`config.mk`:
```
export PLATFORM = sky130hd
export DESIGN_NAME = sto_supervisor
export DESIGN_NICKNAME = d
export VERILOG_FILES = /design/src/sto_pkg.sv /design/src/sto_filt.sv /design/src/sto_supervisor.sv
export VERILOG_INCLUDE_DIRS = /design/src
export SDC_FILE = /design/constraint.sdc
export NUM_CORES = 1
export LEC_CHECK = 0
export BUFFER_PORTS_ARGS = -buffer_cell sky130_fd_sc_hd__buf_4
export CORE_ASPECT_RATIO = 1.2
export CORE_MARGIN = 8
export CORE_UTILIZATION = 56
export DETAILED_ROUTE_END_ITERATION = 16
export PLACE_DENSITY = 0.92
export SYNTH_ARGS = -nofsm -noshare
export SYNTH_HDL_FRONTEND = slang
export SYNTH_SLANG_ARGS = --single-unit
```
`constraint.sdc`:
```
create_clock -name clock_in -period 3.15 [get_ports clock_in]
set_input_delay 0.315 -clock clock_in [delete_from_list [all_inputs] [get_ports clock_in]]
set_output_delay 0.315 -clock clock_in [all_outputs]
set_load 0.02 [all_outputs]
```
`src/sto_defines.svh`:
```
// Constants of the torque-cut supervisor: offsets, bit positions, reset values and timings.
// Assumes a 25 MHz system clock; included by bare name wherever a number is needed.
`ifndef STO_DEFINES_SVH
`define STO_DEFINES_SVH

// System clock rate in hertz.
`define STO_CLK_HZ 64'd25000000
// Longest test pulse that is ignored, in microseconds.
`define STO_PULSE_US 64'd1000
// Longest stay in the undefined band before an error, in microseconds.
`define STO_BAND_US 64'd500000
// Least time in microseconds to cycles, rounded up.
`define STO_US_TO_CYC(us) (((us) * `STO_CLK_HZ + 64'd999999) / 64'd1000000)
`define STO_PULSE_CYC 32'(`STO_US_TO_CYC(`STO_PULSE_US))
`define STO_BAND_CYC 32'(`STO_US_TO_CYC(`STO_BAND_US))

// Register byte offsets.
`define STO_OFS_CTRL 8'h00
`define STO_OFS_STAT 8'h04
`define STO_OFS_ALARM 8'h08
`define STO_OFS_IRQ_STAT 8'h0C
`define STO_OFS_IRQ_MASK 8'h10

// Control register bits, each a write-one command.
`define STO_CTRL_ENABLE 0
`define STO_CTRL_DISABLE 1
`define STO_CTRL_CLEAR 2

// Status register bits.
`define STO_STAT_STOP_HIGH 0
`define STO_STAT_RUN 1
`define STO_STAT_TORQUE 2
`define STO_STAT_BAND 3

// Reset values.
`define STO_RST_ALARM 3'h0
`define STO_RST_IRQ 4'h0
`define STO_RST_MASK 4'h0

`endif

```
`src/sto_pkg.sv`:
```
// Types shared by the torque-cut supervisor modules.
// Assumes nothing beyond a SystemVerilog compiler.
package sto_pkg;

    // Latched safety alarms, also the low three interrupt bits.
    typedef struct packed {
        logic band_err;  // Input stayed in the undefined band.
        logic act_stop;  // Enable asked for while stop input low.
        logic stop_en;   // Stop input fell while drive enabled.
    } sto_alarm_t;

    // Interrupt events: a new alarm of each kind, or torque being cut.
    typedef struct packed {
        logic       cut;
        sto_alarm_t alarm;
    } sto_evt_t;

    // Drive enable state.
    typedef enum logic {
        DRV_IDLE,
        DRV_RUN
    } sto_drv_t;

endpackage

```
`src/sto_filt.sv`:
```
// Pin conditioner: three-flop synchroniser and a persistence filter.
// Assumes raw_in is asynchronous to clock_in; one instance per pin.
`timescale 1ns/1ps
`default_nettype none

module sto_filt #(
    parameter logic        ACTIVE = 1'b0,  // Level that must persist to count.
    parameter logic        RST    = 1'b0,  // Level assumed while in reset.
    parameter int unsigned DLY    = 32'd1  // Cycles the level must outlast.
) (
    input  wire logic clock_in,
    input  wire logic rst_in,
    input  wire logic raw_in,
    output var  logic level_out
);

    logic        s1_reg;   // First flop, read only by the second.
    logic        s2_reg;   // Second flop.
    logic        s3_reg;   // Third flop.
    logic [31:0] cnt_reg;  // Cycles the active level has persisted.
    logic        lvl_reg;  // Filtered level.

    // Synchroniser chain; a change counts once the second and third agree.
    always_ff @(posedge clock_in or posedge rst_in) begin
        if (rst_in) begin
            s1_reg <= RST;
            s2_reg <= RST;
            s3_reg <= RST;
        end else begin
            s1_reg <= raw_in;
            s2_reg <= s1_reg;
            s3_reg <= s2_reg;
        end
    end

    // The active level wins only after it outlasts DLY cycles, so shorter
    // excursions vanish; the inactive level takes over at once.
    always_ff @(posedge clock_in or posedge rst_in) begin
        if (rst_in) begin
            cnt_reg <= 32'h0;
            lvl_reg <= RST;
        end else if (s2_reg == s3_reg && s3_reg == ACTIVE) begin
            if (cnt_reg == DLY) begin
                lvl_reg <= ACTIVE;
            end else begin
                cnt_reg <= cnt_reg + 32'h1;
            end
        end else begin
            cnt_reg <= 32'h0;
            if (s2_reg == s3_reg) begin
                lvl_reg <= s3_reg;
            end
        end
    end

    assign level_out = lvl_reg;
endmodule

`default_nettype wire

```
`src/sto_supervisor.sv`:
```
// Top of the torque-cut supervisor: pin filtering, alarm latches, drive
// enable, torque output and a classic Wishbone register slave.
// Assumes a 25 MHz clock_in, asynchronous active-high rst_in, and a band
// comparator that reports when the stop input sits between thresholds.
`timescale 1ns/1ps
`default_nettype none
`include "sto_defines.svh"

module sto_supervisor
    import sto_pkg::*;
#(
    parameter int unsigned PULSE_CYC = `STO_PULSE_CYC,  // Test pulse allowance.
    parameter int unsigned BAND_CYC  = `STO_BAND_CYC    // Undefined band limit.
) (
    input  wire logic        clock_in,
    input  wire logic        rst_in,
    input  wire logic        torque_cut_input_n,  // Stop pin, low means stop.
    input  wire logic        band_undef_in,       // High while level is undefined.
    input  wire logic        wb_cyc_in,
    input  wire logic        wb_stb_in,
    input  wire logic        wb_we_in,
    input  wire logic [7:0]  wb_adr_in,
    input  wire logic [3:0]  wb_sel_in,
    input  wire logic [31:0] wb_dat_in,
    output var  logic [31:0] wb_dat_out,
    output var  logic        wb_ack_out,
    output var  logic        torque_en_out,       // Gate driver power enable.
    output var  logic        irq_out
);

    // True when an address selects the given register offset.
    function automatic logic hit(input logic [7:0] adr, input logic [7:0] ofs);
        hit = (adr[7:2] == ofs[7:2]);
    endfunction

    logic        stop_ok;        // Filtered stop input, high permits torque.
    logic        band_bad;       // Undefined band outlasted its limit.
    logic        ack_reg;        // Bus acknowledge.
    logic [31:0] rdat_reg;       // Bus read data.
    logic        fire;           // Edge at which the master takes the ack.
    logic        wr_fire;        // Write takes effect now.
    logic        rd_fire;        // Read completes now.
    logic        en_cmd;         // Enable command.
    logic        dis_cmd;        // Disable command.
    logic        clr_cmd;        // Alarm clear command.
    logic        clr_ok;         // Clear accepted, input is high.
    sto_alarm_t  alarm_reg;      // Latched alarms.
    sto_alarm_t  alarm_set;      // Alarm causes this cycle.
    sto_alarm_t  alarm_next;     // Next latched alarms.
    sto_drv_t    drv_reg;        // Drive enable state.
    sto_drv_t    drv_next;       // Next drive state.
    logic        torque_reg;     // Torque permitted.
    logic        torque_next;    // Next torque permission.
    sto_evt_t    evt;            // Interrupt events this cycle.
    logic [3:0]  irq_stat_reg;   // Sticky interrupt status.
    logic [3:0]  irq_stat_next;  // Next sticky status.
    logic [3:0]  irq_mask_reg;   // Interrupt mask, one enables.
    logic        irq_reg;        // Interrupt output flop.

    // Stop pin: lows no longer than the test pulse allowance are dropped.
    sto_filt #(
        .ACTIVE (1'b0),
        .RST    (1'b0),
        .DLY    (PULSE_CYC)
    ) u_stop (
        .clock_in  (clock_in),
        .rst_in    (rst_in),
        .raw_in    (torque_cut_input_n),
        .level_out (stop_ok)
    );

    // Band comparator: reports only once the stay outlasts its limit.
    sto_filt #(
        .ACTIVE (1'b1),
        .RST    (1'b0),
        .DLY    (BAND_CYC)
    ) u_band (
        .clock_in  (clock_in),
        .rst_in    (rst_in),
        .raw_in    (band_undef_in),
        .level_out (band_bad)
    );

    // Bus strobes. Writes and read side effects act at the ack edge, the
    // only edge at which the master commits to the transfer.
    assign fire    = wb_cyc_in & wb_stb_in & ack_reg;
    assign wr_fire = fire & wb_we_in & wb_sel_in[0];
    assign rd_fire = fire & ~wb_we_in;
    assign en_cmd  = wr_fire & hit(wb_adr_in, `STO_OFS_CTRL) & wb_dat_in[`STO_CTRL_ENABLE];
    assign dis_cmd = wr_fire & hit(wb_adr_in, `STO_OFS_CTRL) & wb_dat_in[`STO_CTRL_DISABLE];
    assign clr_cmd = wr_fire & hit(wb_adr_in, `STO_OFS_CTRL) & wb_dat_in[`STO_CTRL_CLEAR];

    // A clear is honoured only once the input is back high.
    assign clr_ok = clr_cmd & stop_ok;

    // Alarm causes. A disabled drive may see the input fall without alarm.
    always_comb begin
        alarm_set          = sto_alarm_t'(3'h0);
        alarm_set.stop_en  = (drv_reg == DRV_RUN) & ~stop_ok;
        alarm_set.act_stop = en_cmd & ~stop_ok;
        alarm_set.band_err = band_bad;
    end

    // A cause in the same cycle as a clear wins, so no event is lost; the
    // input going high does not clear anything by itself.
    assign alarm_next = sto_alarm_t'((alarm_reg & ~{3{clr_ok}}) | alarm_set);

    // Alarm latches.
    always_ff @(posedge clock_in or posedge rst_in) begin
        if (rst_in) begin
            alarm_reg <= sto_alarm_t'(`STO_RST_ALARM);
        end else begin
            alarm_reg <= alarm_next;
        end
    end

    // Drive state: starts only on an explicit enable with the input high
    // and no alarm; drops on disable, input low or any alarm.
    always_comb begin
        drv_next = drv_reg;
        unique case (drv_reg)
            DRV_IDLE: begin
                if (en_cmd && stop_ok && alarm_reg == 3'h0) begin
                    drv_next = DRV_RUN;
                end
            end
            DRV_RUN: begin
                if (dis_cmd || !stop_ok || alarm_reg != 3'h0) begin
                    drv_next = DRV_IDLE;
                end
            end
        endcase
    end

    // Drive state register.
    always_ff @(posedge clock_in or posedge rst_in) begin
        if (rst_in) begin
            drv_reg <= DRV_IDLE;
        end else begin
            drv_reg <= drv_next;
        end
    end

    // Torque needs all three conditions every cycle. There is no override
    // term here on purpose: no mode or command can hold torque on.
    assign torque_next = (drv_reg == DRV_RUN) & stop_ok & (alarm_reg == 3'h0);

    // Torque output flop. Registering it costs one cycle of cut latency but
    // keeps the gate driver enable free of decode glitches, which matters
    // more here than the extra 40 ns.
    always_ff @(posedge clock_in or posedge rst_in) begin
        if (rst_in) begin
            torque_reg <= 1'b0;
        end else begin
            torque_reg <= torque_next;
        end
    end

    // Events: newly raised alarms and the loss of torque.
    always_comb begin
        evt       = sto_evt_t'(4'h0);
        evt.alarm = sto_alarm_t'(alarm_set & ~alarm_reg);
        evt.cut   = torque_reg & ~torque_next;
    end

    // Sticky status cleared by reading it; a new event wins over the read.
    always_comb begin
        irq_stat_next = irq_stat_reg;
        if (rd_fire && hit(wb_adr_in, `STO_OFS_IRQ_STAT)) begin
            irq_stat_next = 4'h0;
        end
        irq_stat_next = irq_stat_next | evt;
    end

    // Interrupt status, mask and output level.
    always_ff @(posedge clock_in or posedge rst_in) begin
        if (rst_in) begin
            irq_stat_reg <= `STO_RST_IRQ;
            irq_mask_reg <= `STO_RST_MASK;
            irq_reg      <= 1'b0;
        end else begin
            irq_stat_reg <= irq_stat_next;
            if (wr_fire && hit(wb_adr_in, `STO_OFS_IRQ_MASK)) begin
                irq_mask_reg <= wb_dat_in[3:0];
            end
            irq_reg <= |(irq_stat_next & irq_mask_reg);
        end
    end

    // Bus slave: ack one cycle after the request, dropped the cycle after.
    // Read data is captured with the ack, before any read-clear acts.
    // Unmapped addresses still answer, with zero data, so a stray access
    // can never leave the master waiting.
    always_ff @(posedge clock_in or posedge rst_in) begin
        if (rst_in) begin
            ack_reg  <= 1'b0;
            rdat_reg <= 32'h0;
        end else begin
            ack_reg  <= wb_cyc_in & wb_stb_in & ~ack_reg;
            rdat_reg <= 32'h0;
            if (wb_cyc_in && wb_stb_in && !ack_reg && !wb_we_in) begin
                if (hit(wb_adr_in, `STO_OFS_STAT)) begin
                    rdat_reg[`STO_STAT_STOP_HIGH] <= stop_ok;
                    rdat_reg[`STO_STAT_RUN]       <= (drv_reg == DRV_RUN);
                    rdat_reg[`STO_STAT_TORQUE]    <= torque_reg;
                    rdat_reg[`STO_STAT_BAND]      <= band_bad;
                end else if (hit(wb_adr_in, `STO_OFS_ALARM)) begin
                    rdat_reg[2:0] <= alarm_reg;
                end else if (hit(wb_adr_in, `STO_OFS_IRQ_STAT)) begin
                    rdat_reg[3:0] <= irq_stat_reg;
                end else if (hit(wb_adr_in, `STO_OFS_IRQ_MASK)) begin
                    rdat_reg[3:0] <= irq_mask_reg;
                end
            end
        end
    end

    assign wb_ack_out    = ack_reg;
    assign wb_dat_out    = rdat_reg;
    assign torque_en_out = torque_reg;
    assign irq_out       = irq_reg;
endmodule

`default_nettype wire

```
==> metrics.yaml <==
route:
  remaining_drc_errors: 0
  vias_per_cell: 5.67
  routedWlPerCell_um: 15.7
  drt_iter0_markers: 213
  drtPass1Iterations: 5
  antenna_left: 0
  vias: 3620
  totalWireLength_mm: 10.1
timing:
  fmax_mhz: 437
  drv_slew: 0
  fin_skew_ps: 14.0
  grt_setup_unrepaired: "no"
  setup_viol: 0
  hold_violations: 0
  setup-tns-final_ps: 0
  post-route-min-period_ps: 2290
  relSlewSlack_pct: 32.6
  tightest_slew_ps: 1010
  fin_crit_sh_pct: 72.6
critical_path:
  start_kind: "flip-flop"
  crit_chain: "ha_1 > and2_1 > nand4_1 > nor4_2 > xor2_1 > and2_1"
  required_ps: 3410
  crit_slowest_cell: "nand4_1"
  worstSetupPathType: "reg2reg"
  slowest_delay_ps: 530
  cp-end-kind: "flip-flop"
  worst-path-max-fanout: 12
  arrival_ps: 2550
  regToRegSetupSlack_ps: 860
  crit_top_cell: "and2_1"
grt:
  grt_pass1_wl_mm: 17.3
  grt_max_degree: 59
  grt-ovfl-total: 0
  grt_usage_pct: 17.5
  antenna_found_initial: 0
  grt_pass1_vias: 3747
yosys:
  synth_top_area_share_pct: 45.8
  synth_compound_area_share_pct: 5.11
  ys_top_cells_by_area: "dfrtp_1 (46%), and2_1 (7.0%), xnor2_1 (6.5%)"
  synth_seq_area_share_pct: 45.8
  syn_area_per_cell_um2: 10.0
  syn_inst: 496
  synth_top_area_cell: "dfrtp_1"
  synth.area.mux_share_pct: 1.91
  synth-simple-area-share_pct: 29.5
  synth-xor-area-share_pct: 9.16
  yosysMostFrequentCell: "dfrtp_1"
  synth_ff_type: "dfrtp_1"
  synth_edf_count: 0
  synthAdderAreaFrac_pct: 1.51
  synth_top_family_by_area: "simple AND/OR/NAND/NOR gates"
  ys_types: 48
  synth_area_um2: 4970
  async_flop_share_pct: 100
  ys_ff_latch: 91
  ys_warn_count: 0
  ys_top_cells_by_count: "dfrtp_1 (91), and2_1 (56), xnor2_1 (37)"
final_layout:
  antennaDiodeCount: 0
  finalNetCount: 574
  fin_util_pct: 62.4
  drive_gt1_share_pct: 12.6
  syn2layout_area_growth_pct: 8.08
clock_network:
  cts_tree: "done"
  cts-root-buf: "clkbuf_8"
  cts_resized: 0
  cts_max_path_buffers: 2
  cts_buffers: 9
  clock_latency_ps: 380
  clkSlewWorstSetupHoldPaths_ps: 100
  postCtsSetupBuffers: 0
  cts_hold_buffers: 0
  clock-sinks: 91
  htree_num_levels: 3
pwr:
  peakVddDrop_mv: 0.271
  powerDensity_nw_per_um2: 418
  power_leakage_nw: 2.42
  total_power_mw: 2.25
die:
  fp-row-count: 37
  coreArea_um2: 8610
  die_area_um2: 12200
  die_w_um: 102
  dieHeight_um: 119
  initial_utilization_pct: 57.8
  ios: 86
placement:
  io_buffers: 24
  hpwl_mm: 6.99
  routabilityCongestion: 0.930
run_status:
  status: "finished, final reports clean"
worst_hold_path:
  hold_class: "in2reg"
run:
  max_cap_viol_count: 0
path summary, 6_finish.rpt:
check,start,endpoint,depth (start not counted)
max in group asynchronous,rst_in,u_stop.s3_reg,3
setup / recovery,u_stop.cnt_reg[0],u_stop.cnt_reg[30],6
hold reg to reg,u_band.s1_reg,u_band.s2_reg,0
setup reg to reg,u_stop.cnt_reg[0],u_stop.cnt_reg[30],6
min in group asynchronous,rst_in,u_stop.cnt_reg[24],2
hold / removal,band_undef_in,u_band.s1_reg,1
stage by stage:
step	hold slack, ps	area, um2	cells	setup slack (ps)
after global placement	361	5140	623	976
after detailed placement	358	5140	623	895
after floorplan	331	5070	523	471
final	47.8	5380	639	862
after CTS	35.6	5380	639	854
after global routing	33.1	5380	639	680
layer usage:
metal | share of wire [%] | up-vias | track usage, %
li1 | - | 1695 | -
met1 | 39 | 1783 | 19.8
met2 | 53 | 122 | 30.7
met3 | 6.1 | 20 | 3.79
met4 | 1.9 | 0 | 7.08
met5 | 0 | - | 0
logic make-up (layout without fill, tap and decap cells):
logic type,after synthesis,count (layout)
simple gates,237,237
flops,91,91
buf+inv,61,60
xor+xnor,52,52
compound gates,39,39
mux,9,9
fa+ha+maj,6,6
other cells,1,28
power by group:
group | internal, mW | switching (mW)
registers | 1.18 | 0.0195
clock network | 0.462 | 0.450
logic | 0.0396 | 0.0935
layout by cell type (no fill, tap or decap), types with 4 or more instances in the layout:
master / instances
nor4_1: 7
xor2_1: 15
nand3_1: 31
clkbuf_8: 9
nor2_1: 16
inv_1: 16
mux2i_1: 5
a22o_1: 4
and3_1: 11
ha_1: 6
mux2_2: 4
nor2b_1: 6
conb_1: 28
a21oi_1: 9
nor4_2: 4
xnor2_1: 37
buf_4: 27
nor3_1: 14
or3_1: 6
o21ai_0: 8
dfrtp_1: 91
and4_1: 6
nand2b_1: 6
nand4_1: 16
nor4b_1: 9
nor3_2: 4
nand2_1: 31
and2_1: 56
critical path, delay by kind of cell (launching register included):
family                   cells  cell delay (ps)
AND/OR/NAND/NOR              4             1350
flip-flops                   1              470
adder cells (fa/ha/maj)      1              240
XOR/XNOR                     1              100
area by class of cell:
cell class | count | area [um2]
clock buffers | 9 | 124
well taps | 117 | 146
fillers | 699 | 3240
multi-input cells | 371 | 2450
inverters | 17 | 65.1
flip-flops and latches | 91 | 2280
repair buffers | 27 | 203
clock inverters | 7 | 108
(Power assumes the default switching activity.)
